### src/rswd_pkg.sv
// constants shared by the reset supervisor and watchdog files
package rswd_pkg;

	// clock and machine cycle
	localparam int unsigned CLK_PERIOD_NS    = 100;                // clk_sys at 10 MHz
	localparam int unsigned MC_OSC_PERIODS   = 12;                 // oscillator periods per machine cycle
	localparam int unsigned PRESCALE_W       = 4;                  // machine cycle prescaler width

	// low-voltage reset timing
	localparam int unsigned LVR_HOLD_MS      = 10;                 // hold after supply recovers
	localparam int unsigned LVR_HOLD_NS      = LVR_HOLD_MS * 1000000;
	localparam int unsigned LVR_HOLD_CYCLES_DEF =
		(LVR_HOLD_NS + CLK_PERIOD_NS - 1) / CLK_PERIOD_NS;         // least time, rounded up
	localparam int unsigned LVR_HOLD_W       = 17;                 // hold counter width
	localparam int unsigned LVR_FILTER_NS    = 1000;               // noise-cancelling delay
	localparam int unsigned LVR_FILTER_CYCLES =
		(LVR_FILTER_NS + CLK_PERIOD_NS - 1) / CLK_PERIOD_NS;       // rounded up
	localparam int unsigned LVR_FILTER_W     = 4;                  // filter counter width

	// external pin power-up hold, kept by the board
	localparam int unsigned PIN_HOLD_MS      = 1;                  // minimum low time at power-up

	// watchdog
	localparam int unsigned WD_WIDTH         = 22;                 // counter width
	localparam int unsigned WD_LOAD_W        = 7;                  // reload field width
	localparam int unsigned WD_LOW_W         = WD_WIDTH - WD_LOAD_W; // cleared low part
	localparam int unsigned WD_PULSE_CYCLES_DEF = MC_OSC_PERIODS * (2 ** 15); // reset pulse
	localparam int unsigned WD_PULSE_W       = 19;                 // pulse counter width
	localparam logic [7:0]  WD_DISABLE_KEY   = 8'h55;              // only key that stops it
	localparam logic [7:0]  WD_KEY_RST       = 8'h00;              // key after reset

	// usb bus reset detection
	localparam int unsigned USB_SE0_SAMPLES  = 4;                  // consecutive se0 samples
	localparam int unsigned USB_RUN_W        = 3;                  // run counter width

	// avalon slave geometry
	localparam int unsigned ADDR_W           = 10;                 // byte address width
	localparam int unsigned DATA_W           = 32;                 // data width
	localparam int unsigned IDX_W            = 8;                  // register index width

	// register indices, byte address is four times the index
	localparam logic [7:0]  IDX_RELOAD       = 8'hA6;              // watchdog_reload
	localparam logic [7:0]  IDX_KEY          = 8'hAE;              // watchdog_key
	localparam logic [7:0]  IDX_POWER_CONTROL_REGISTER         = 8'h87;              // power_control_register
	localparam logic [7:0]  IDX_USB_STAT     = 8'hF0;              // usb_interrupt_status_register
	localparam logic [7:0]  IDX_USB_EN       = 8'hF1;              // usb_interrupt_enable_register

	// field positions
	localparam int unsigned POWER_CONTROL_REGISTER_LVR_DIS_BIT = 5;                  // low_voltage_reset_disable
	localparam int unsigned USB_STAT_RST_BIT = 0;                  // usb_bus_reset_flag
	localparam int unsigned USB_EN_RST_BIT   = 6;                  // usb_bus_reset_enable

	// synchroniser inputs
	localparam int unsigned SYNC_W           = 3;                  // synchronised lines
	localparam logic [2:0]  SYNC_RST         = 3'h1;               // pin path reads asserted

endpackage : rswd_pkg

### src/rswd_top.sv
// reset supervisor and watchdog with avalon register slave
//
// The Avalon-MM slave port was left to the implementer.
`timescale 1ns/1ps
`default_nettype none

// Function
// - any of four sources asserts internal reset
// - internal reset plus active-low copy outward
// - low-voltage reset held 10ms after recovery
// - low-voltage reset on by default, software-disable
// - low-voltage logic works in idle, power-down
// - 1us filter ignores short supply dips
// - watchdog overflow asserts internal reset
// - 4 se0 samples set usb flag
// - enable bit 6 makes usb reset internal
// - watchdog keeps counting during idle
// - watchdog enabled after power-up and reset
// - count per machine cycle, 22-bit overflow
// - reload value goes to top seven bits
// - reload of zero clears whole counter
// - only key 55h disables the watchdog
// - watchdog pulse lasts 12 times 2^15
// - bit 5 of power control disables
// - only pin and low-voltage resets act in power-down
module rswd_top
	import rswd_pkg::*;
#(
	parameter int unsigned LVR_HOLD_CYCLES = rswd_pkg::LVR_HOLD_CYCLES_DEF, // lvr hold
	parameter int unsigned WD_PULSE_CYCLES = rswd_pkg::WD_PULSE_CYCLES_DEF, // wd pulse
	parameter int unsigned MC_CYCLES       = rswd_pkg::MC_OSC_PERIODS       // clocks per machine cycle
)(
	input  wire logic                        clk_sys,          // oscillator clock
	input  wire logic                        resetn,           // power-on reset, active low
	input  wire logic                        reset_pin_n,      // external reset pin, low active
	input  wire logic                        lvd_below,        // supply below threshold
	input  wire logic                        usb_se0,          // single-ended zero upstream
	input  wire logic                        power_down_mode,  // core in power-down
	input  wire logic [rswd_pkg::ADDR_W-1:0] avs_address,      // byte address
	input  wire logic                        avs_read,         // read request
	input  wire logic                        avs_write,        // write request
	input  wire logic [rswd_pkg::DATA_W-1:0] avs_writedata,    // write data
	input  wire logic [3:0]                  avs_byteenable,   // byte lanes
	output logic      [rswd_pkg::DATA_W-1:0] avs_readdata,     // read data
	output logic                             avs_waitrequest,  // slave stall
	output logic                             core_reset,       // internal reset, high
	output logic                             psd_reset_n       // copy for system module
);

	// whole block state in one record
	typedef struct packed {
		logic                    ack;      // second cycle of an access
		logic [DATA_W-1:0]       rdata;    // read data held for completion
		logic                    lvr_dis;  // low_voltage_reset_disable
		logic [7:0]              key;      // watchdog_key
		logic                    usb_flag; // usb_bus_reset_flag
		logic                    usb_en;   // usb_bus_reset_enable
		logic [PRESCALE_W-1:0]   prescale; // machine cycle divider
		logic [WD_WIDTH-1:0]     wd_count; // watchdog_counter
		logic [WD_PULSE_W-1:0]   wd_pulse; // watchdog reset pulse remaining
		logic [LVR_FILTER_W-1:0] lvr_filt; // consecutive low-supply cycles
		logic                    lvr_low;  // filtered low-supply level
		logic [LVR_HOLD_W-1:0]   lvr_hold; // hold after recovery
		logic [USB_RUN_W-1:0]    se0_run;  // consecutive se0 samples
		logic                    int_reset; // registered internal reset
	} rswd_state_t;

	localparam rswd_state_t ST_RESET = '{int_reset: 1'b1, default: '0}; // power-on state

	localparam logic [PRESCALE_W-1:0]   MC_LAST   = PRESCALE_W'(MC_CYCLES - 1);
	localparam logic [LVR_FILTER_W-1:0] FILT_LAST = LVR_FILTER_W'(LVR_FILTER_CYCLES - 1);
	localparam logic [LVR_HOLD_W-1:0]   HOLD_LOAD = LVR_HOLD_W'(LVR_HOLD_CYCLES);
	localparam logic [WD_PULSE_W-1:0]   PULSE_LOAD = WD_PULSE_W'(WD_PULSE_CYCLES);
	localparam logic [USB_RUN_W-1:0]    SE0_DONE  = USB_RUN_W'(USB_SE0_SAMPLES);
	localparam logic [WD_LOW_W-1:0]     WD_LOW_ZERO = '0;

	rswd_state_t       state;       // registered state
	rswd_state_t       next_state;  // next state
	logic [SYNC_W-1:0] sync_lines;  // synchronised sources
	logic              pin_low_s;   // external pin asserted
	logic              lvd_s;       // supply low, synchronised
	logic              se0_s;       // se0, synchronised
	logic              osc_run;     // oscillator not stopped
	logic              mc_tick;     // last clock of a machine cycle
	logic              wd_enabled;  // key does not disable
	logic              wd_overflow; // counter wraps this cycle
	logic              src_ext;     // pin source
	logic              src_lvr;     // low-voltage source
	logic              src_usb;     // usb bus reset source
	logic              src_wd;      // watchdog source
	logic              usb_detect;  // se0 run complete
	logic              complete;    // access completes this edge
	logic              wr;          // write takes effect
	logic [7:0]        wdata8;      // low write byte
	logic [DATA_W-1:0] rd_mux;      // read value of addressed register

	// index match on the word part of the byte address
	function automatic logic reg_hit(input logic [ADDR_W-1:0] addr, input logic [IDX_W-1:0] idx);
		reg_hit = (addr[ADDR_W-1:2] == idx);
	endfunction : reg_hit

	// pin, supply and usb lines cross into clk_sys here
	rswd_sync u_sync (
		.clk_sys  (clk_sys),
		.resetn   (resetn),
		.async_in ({usb_se0, lvd_below, ~reset_pin_n}),
		.sync_out (sync_lines)
	);

	assign pin_low_s = sync_lines[0];
	assign lvd_s     = sync_lines[1];
	assign se0_s     = sync_lines[2];

	// oscillator stops in power-down, so counting stops too; idle leaves it running
	assign osc_run     = !power_down_mode;
	assign mc_tick     = osc_run && (state.prescale == MC_LAST);
	assign wd_enabled  = (state.key != WD_DISABLE_KEY);
	assign wd_overflow = wd_enabled && mc_tick && (&state.wd_count);

	// reset sources; power-down masks the ones that need the oscillator
	assign src_ext    = pin_low_s;
	assign src_lvr    = !state.lvr_dis && (state.lvr_low || (state.lvr_hold != '0));
	assign usb_detect = (state.se0_run == SE0_DONE);
	assign src_usb    = usb_detect && state.usb_en && osc_run;
	assign src_wd     = (state.wd_pulse != '0) && osc_run;

	// bus handshake: one wait state, effect at the completing edge
	assign complete        = (avs_read || avs_write) && state.ack;
	assign avs_waitrequest = (avs_read || avs_write) && !state.ack;
	assign wr              = avs_write && complete && avs_byteenable[0];
	assign wdata8          = avs_writedata[7:0];

	// read mux; unmapped and write-only locations read zero
	always_comb begin
		rd_mux = '0;
		if (reg_hit(avs_address, IDX_KEY)) begin
			rd_mux[7:0] = state.key;
		end else if (reg_hit(avs_address, IDX_POWER_CONTROL_REGISTER)) begin
			rd_mux[POWER_CONTROL_REGISTER_LVR_DIS_BIT] = state.lvr_dis;
		end else if (reg_hit(avs_address, IDX_USB_STAT)) begin
			rd_mux[USB_STAT_RST_BIT] = state.usb_flag;
		end else if (reg_hit(avs_address, IDX_USB_EN)) begin
			rd_mux[USB_EN_RST_BIT] = state.usb_en;
		end
	end

	// next state of the whole block
	always_comb begin
		next_state     = state;
		next_state.ack = (avs_read || avs_write) && !state.ack;

		// read data captured on the stall cycle, stands at completion
		if (avs_read && !state.ack) begin
			next_state.rdata = rd_mux;
		end

		// machine cycle divider, free in idle
		if (osc_run) begin
			next_state.prescale = (state.prescale == MC_LAST) ? '0 : state.prescale + 1'b1;
		end

		// control registers return to defaults on any internal reset
		if (state.int_reset) begin
			next_state.key     = WD_KEY_RST;
			next_state.lvr_dis = 1'b0;
			next_state.usb_en  = 1'b0;
		end else if (wr) begin
			if (reg_hit(avs_address, IDX_KEY)) begin
				next_state.key = wdata8;
			end
			if (reg_hit(avs_address, IDX_POWER_CONTROL_REGISTER)) begin
				next_state.lvr_dis = wdata8[POWER_CONTROL_REGISTER_LVR_DIS_BIT];
			end
			if (reg_hit(avs_address, IDX_USB_EN)) begin
				next_state.usb_en = wdata8[USB_EN_RST_BIT];
			end
		end

		// watchdog counter: reset clears, reload loads top bits, else count
		if (state.int_reset) begin
			next_state.wd_count = '0;
		end else if (wr && reg_hit(avs_address, IDX_RELOAD)) begin
			next_state.wd_count = {wdata8[WD_LOAD_W-1:0], WD_LOW_ZERO};
		end else if (mc_tick && wd_enabled) begin
			next_state.wd_count = state.wd_count + 1'b1;
		end

		// reset pulse stretcher, not cleared by the reset it makes
		if (wd_overflow) begin
			next_state.wd_pulse = PULSE_LOAD;
		end else if (state.wd_pulse != '0 && osc_run) begin
			next_state.wd_pulse = state.wd_pulse - 1'b1;
		end

		// supply filter runs on every clock whatever the mode
		if (lvd_s) begin
			if (state.lvr_filt == FILT_LAST) begin
				next_state.lvr_low = 1'b1;
			end else begin
				next_state.lvr_filt = state.lvr_filt + 1'b1;
			end
		end else begin
			next_state.lvr_filt = '0;
			next_state.lvr_low  = 1'b0;
		end

		// hold counter reloads while low, drains after recovery
		if (state.lvr_low) begin
			next_state.lvr_hold = HOLD_LOAD;
		end else if (state.lvr_hold != '0) begin
			next_state.lvr_hold = state.lvr_hold - 1'b1;
		end

		// se0 sampled once per machine cycle, run saturates
		if (mc_tick) begin
			if (!se0_s) begin
				next_state.se0_run = '0;
			end else if (!usb_detect) begin
				next_state.se0_run = state.se0_run + 1'b1;
			end
		end

		// flag: write-one clears, a detection in the same cycle wins
		if (wr && reg_hit(avs_address, IDX_USB_STAT) && wdata8[USB_STAT_RST_BIT]) begin
			next_state.usb_flag = 1'b0;
		end
		if (mc_tick && se0_s && (state.se0_run == SE0_DONE - 1'b1)) begin
			next_state.usb_flag = 1'b1;
		end

		// combined reset, registered so release is synchronous
		next_state.int_reset = src_ext || src_lvr || src_usb || src_wd;
	end

	// single state register
	always_ff @(posedge clk_sys or negedge resetn) begin
		if (!resetn) begin
			state <= ST_RESET;
		end else begin
			state <= next_state;
		end
	end

	assign avs_readdata = state.rdata;
	assign core_reset   = state.int_reset;
	assign psd_reset_n  = !state.int_reset;
endmodule : rswd_top

`default_nettype wire

### src/rswd_sync.sv
// two flip-flop synchroniser for the asynchronous reset sources
`timescale 1ns/1ps
`default_nettype none

module rswd_sync
	import rswd_pkg::*;
(
	input  wire logic                        clk_sys,   // oscillator clock
	input  wire logic                        resetn,    // async reset, active low
	input  wire logic [rswd_pkg::SYNC_W-1:0] async_in,  // raw asynchronous lines
	output logic      [rswd_pkg::SYNC_W-1:0] sync_out   // lines after two flops
);

	// both stages in one record
	typedef struct packed {
		logic [SYNC_W-1:0] meta;   // first stage, read only by stage two
		logic [SYNC_W-1:0] stable; // second stage
	} rswd_sync_t;

	rswd_sync_t state;      // registered stages
	rswd_sync_t next_state; // next stages

	// shift by one stage per edge
	always_comb begin
		next_state        = state;
		next_state.meta   = async_in;
		next_state.stable = state.meta;
	end

	// reset value keeps the pin path asserted until the first real samples
	always_ff @(posedge clk_sys or negedge resetn) begin
		if (!resetn) begin
			state <= '{meta: SYNC_RST, stable: SYNC_RST};
		end else begin
			state <= next_state;
		end
	end

	assign sync_out = state.stable;

endmodule : rswd_sync

`default_nettype wire

### config.mk
export PLATFORM = sky130hd
export DESIGN_NAME = rswd_top
export DESIGN_NICKNAME = d
export VERILOG_FILES = /design/src/rswd_pkg.sv /design/src/rswd_top.sv /design/src/rswd_sync.sv
export SDC_FILE = /design/constraint.sdc
export NUM_CORES = 1
export LEC_CHECK = 0
export ABC_AREA = 1
export BUFFER_PORTS_ARGS = -buffer_cell sky130_fd_sc_hd__buf_2
export CORE_MARGIN = 2
export CORE_UTILIZATION = 30
export CTS_BUF_LIST = sky130_fd_sc_hd__clkbuf_8
export CTS_CLUSTER_DIAMETER = 60
export DETAILED_ROUTE_END_ITERATION = 8
export PLACE_DENSITY_LB_ADDON = 0.12
export SLEW_MARGIN = 20
export SYNTH_ARGS = -nofsm -noshare
export SYNTH_HDL_FRONTEND = slang
export SYNTH_SLANG_ARGS = --single-unit
export TNS_END_PERCENT = 10
### constraint.sdc
create_clock -name clk_sys -period 3.9 [get_ports clk_sys]
set_input_delay 0.195 -clock clk_sys [delete_from_list [all_inputs] [get_ports clk_sys]]
set_output_delay 0.195 -clock clk_sys [all_outputs]
set_load 0.01 [all_outputs]
# After elaboration in Yosys (flattened, before gate mapping)
# Cells that the tools add are included.
# word_totals
ff_bits	97
latchBits	0
ram_bits	0
romBits	0
inputBits	54
output_inout_bits	35
word_cells	109
n_memories	0
# classes
addsub	6
mul	0
div	0
magnitude_cmp	0
n_eq_ne	13
n_shift	0
muxes	32
bitwise_logic	1
n_reduce_logical	41
# ops
cell	n
2-to-1 mux 22 bit	3
equality test 8 bit (second input constant)	5
2-to-1 mux 19 bit	2
2-to-1 mux 17 bit	2
adder 22 x 1 -> 22 bit (second input constant)	1
AND reduction 22 bit	1
nonzero test 19 bit	1
subtractor 19 x 1 -> 19 bit (second input constant)	1
2-to-1 mux 9 bit	2
logical AND 1 bit	17
nonzero test 17 bit	1
subtractor 17 x 1 -> 17 bit (second input constant)	1
2-to-1 mux 1 bit	15
nonzero test 2 bit	7
2-to-1 mux 4 bit	3
adder 4 x 1 -> 4 bit (second input constant)	2
equality test 4 bit (second input constant)	2
2-to-1 mux 8 bit	1
!= test 8 x 7 -> 1 bit (second input constant)	1
AND reduction 2 bit	4
2-to-1 mux 3 bit	2
!= test 2 bit (second input constant)	3
logical OR 1 bit	5
2-to-1 mux 5 bit	1
other kinds (7)	10

# Depth between registers and ports, before layout
# logic_depth
word_depth	8
depth_mapped	11
mapped_depth_nobuf	10

# By module
# A second synthesis with hierarchy kept.
# hier_totals
hier_cells	803
area_unflattened_um2	5943.2
# by_module_without_submodules
module	instances	cells_each	area_per_inst_um2	seq_area_each_um2
rswd_top	1	797	5790.6	2278.4
rswd_sync	1	6	152.6	152.6

# Worst setup path before layout
# OpenSTA, ideal clock, no wires.
# synth_timing
path_type	reg2reg
from	register state[45] (netlist name)
to	register state[37] (netlist name)
setup_time_ns	0.118
arrival_ns	1.431
t_required_ns	3.782
slack_ns	2.351
stages_incl_launch_ff	11
n_path_buf	2
synth_period_minus_slack_ns	1.549
path_cell_list	dfrtp_1 > ha_1 > nand3_1 > inv_2 > nand2_1 > nor2_1 > nand3_1 > buf_2 > buf_6 > nand3_1 > nand2_1
# synth_between
elab_chain_cells	3
word_cells_on_any_way	4
cone_classes	mux (1); reduce/logical (3)
# synth_lines
element	line_no	rtl
start: declaration	rswd_top.sv:77	rswd_state_t state;
start signal: assignment	rswd_top.sv:240	state <= next_state;
AND reduction 22 bit *	rswd_top.sv:118	assign wd_overflow = wd_enabled && mc_tick && (&state.wd_count);
logical AND 1 bit *	rswd_top.sv:118	
2-to-1 mux 19 bit or nonzero test 2 bit (tied branches)	--	
# Mark *: on every way between the ends. The rest lies on a longest branch, timed or not.
# A chain may end at the register's enable or synchronous reset.

# Worst setup path in the final report
# layout_timing
from	register state[68] (netlist name)
to	register state[60] (netlist name)
# layout_between
elab_chain_cells	4
# layout_lines
element	line_no	rtl
equality test 4 bit	rswd_top.sv:116	assign mc_tick = osc_run && (state.prescale == MC_LAST);
logical AND 1 bit	rswd_top.sv:116	
logical AND 1 bit	rswd_top.sv:184	end else if (mc_tick && wd_enabled) begin
nonzero test 3 bit (no source line)	--	
# No other way between the ends.

==> impl_metrics.toml <==
[worst_setup_path]
critPathKind = "reg -> reg"
worstSetupEndpointType = "flop"
path_depth = 9
r2r_cells = 9
crit_fanout = 16
critPathLaunchType = "flop"
cp.arrival_ps = 2600
cp_cell_sequence = "ha_1 > nand2_1 > nor3_4 > nand2_2 > nand3_1 > nand2_1 > nor2_1 > nand2_1 > nand2_1"
required_ps = 4220
path_delay_family = "simple AND/OR/NAND/NOR gates"
critical_path.max_stage_delay_ps = 490
crit_buf_inv = 0
crit_path_top_delay_cell = "nand3_1"
path_common_cell = "nand2_1"

[placement]
io_buffers = 35
place_area_um2 = 6050
dpl.hpwl_um = 9660
gp_congestion = 0.755
dp_worst_setup_slack_ps = 1620

[final_layout]
regArea_um2 = 2430
multi_input_area_um2 = 2780
post-route-cell-area_um2 = 6270
diodes = 0
area_growth_pct = 8.51
final_nets = 880
n_fill_cell = 2084
layout_commonest_cell = "nand2_1"
drive_gt1_share_pct = 9.27
layout_common_cells = "nand2_1, nor2_1, dfrtp_1"

[yosys]
synth_compound_area_share_pct = 6.02
avgSynthCellArea_um2 = 7.38
seq_area_frac_synth_pct = 42.1
synth_top_family_by_area = "simple AND/OR/NAND/NOR gates"
yosys.area_share.simple_pct = 35.6
synth-xor-area-share_pct = 2.58
synthAdderAreaFrac_pct = 2.16
ys_seq_elements = 97
dominantRegCellSynth = "dfrtp_1"
synth_top_area_share_pct = 40.7
yosys.cell_types.count = 41
synthCells = 783
synth_area_leaders = "dfrtp_1, nand2_1, nor2_1"
synthArstFlopShare_pct = 100
synth_mux_area_share_pct = 0.195
yosysTopAreaCell = "dfrtp_1"
synth_edf_count = 0
ys_warn_count = 0
synth_area_um2 = 5780

[die]
fp-row-count = 50
die_w_um = 143
start_util_pct = 30.7
io_pins = 89
die_area_um2 = 20400
die_h_um = 143
core-area_um2 = 18800

[pwr]
p_leak_nw = 3.02
powerDensity_nw_per_um2 = 472
vdd_ir_drop_max_mv = 0.155
power_w = 0.00296

[global_routing]
grt_overflow_total = 0
grt_max_degree = 38
gr-usage-all-layers_pct = 13.8
grt_pass1_wl_um = 22400
antenna_found_initial = 0
grt_pass1_vias = 4482

[routing]
drtAntennaViolNets = 0
avgRoutedWirePerCell_um = 12.1
dr.pass1.iters = 5
vias_per_cell = 4.36
drt_wl_total_um = 13100
via_count = 4711
drtIter0Drc = 201
drc = 0

[clock_network]
cts_buffer_depth = 2
clock_latency_ps = 370
cts_tree = "done"
root_buffer = "clkbuf_8"
cts_sinks = 97
postCtsSetupBuffers = 0
cts.clk_slew.worst_paths_ps = 100
htreeDepth = 3
cts_buffers = 9

[sta]
timing.final.crit_period_ps = 2280
rsz0062_at_grt = "no"
finalWorstSetupSlack_ps = 1620
setup_viol = 0
skew_ps = 11.9
tightest_slew_ps = 565
max_freq_mhz = 438
relSlewSlack_pct = 62.2
hold_violations = 0
setup_tns_ps = 0
period_share_pct = 58.6
slew_viol_final = 0

[worst_hold_path]
min_path_cells = 3
hold_path.class = "in -> reg"

[outcome]
status = "finished clean"

[flow_run]
drv_cap = 0
## where the power goes
part	switching, W	internal [W]	total, W	leakage [nW]
sequential	0.000205	0.00121	0.00141	1.27
combinational	0.000529	0.000355	0.000884	1.66
clock	0.000373	0.000292	0.000664	0.0943
total	0.00111	0.00185	0.00296	3.02
## registers in the layout, summed over array words and instances, names as in the netlist
name and cells:
u_sync.next_state 3, core_reset 1, state 82, u_sync.sync_out 3, avs_readdata 8
## cells in the mapped netlist (3+ instances only)
cell type    n
nand2_1    217
nor2_1     117
dfrtp_1     94
inv_1       76
nand3_1     72
buf_4       33
o21ai_0     27
a21oi_1     20
nor3_1      19
nand3b_1    16
xor2_1      11
ha_1        10
nand4_1      8
o31ai_1      7
xnor2_1      6
inv_2        5
buf_2        4
a31oi_1      3
buf_6        3
dfstp_2      3
nand3_2      3
nor2_2       3
nor2_4       3
## per-stage QoR
stage	hold WS, ps	util [%]	cells
4_1_cts	3.73	33.3	1080
6_report	33.6	33.3	1080
3_5_place_dp	139	32.1	1061
3_3_place_gp	138	32.1	1061
2_1_floorplan	-101	-	806
5_1_grt	7.82	33.3	1080
## area by class of cell
| type | instances | area share [%] |
|---|---|---|
| Clock inverter | 6 | 0.977 |
| Tap cell | 260 | 5.19 |
| Multi-Input combinational cell | 583 | 44.3 |
| Inverter | 83 | 4.97 |
| Sequential cell | 97 | 38.8 |
| Timing Repair Buffer | 42 | 3.83 |
| Clock buffer | 9 | 1.97 |
## path summary, 6_finish.rpt
path	from	endpoint	slack, ps
setup / recovery	state[68]	state[60]	1620
hold / removal	avs_writedata[7]	state[80]	30
setup reg to reg	state[68]	state[60]	1620
hold reg to reg	u_sync.next_state[1]	u_sync.sync_out[1]	350
max in group asynchronous	resetn	state[37]	2820
min in group asynchronous	resetn	avs_readdata[4]	270
## routing by layer
metal	track usage, %	part of all wire [%]	vias to the layer above
met5	0	0	-
met4	4.06	0.52	0
met3	2.78	2.3	2
met2	21.5	44	59
met1	19.4	53	2142
li1	-	-	2508
## cells by family after synthesis
logic type	count (synthesis)
and+or+nand+nor	468
AOI/OAI and AO/OA	63
adders and majority gates	10
xor gates and xnor gates	17
muxes	1
DFF	97
other	1
buffers and inverters	126
## worst min-delay path, delay by kind of cell
kind | cells | cell delay [ps]
simple gates | 1 | 40
compound gates | 1 | 50
buf+inv | 1 | 80
## what timing repair did
item | in CTS | in global routing
hold buffers | 4 | 0
resized for setup | 0 | 0
endpoints found under the hold margin | 26 | 0
endpoints found under the setup margin | 0 | 0
No activity file was read; power rests on OpenSTA's default activity.
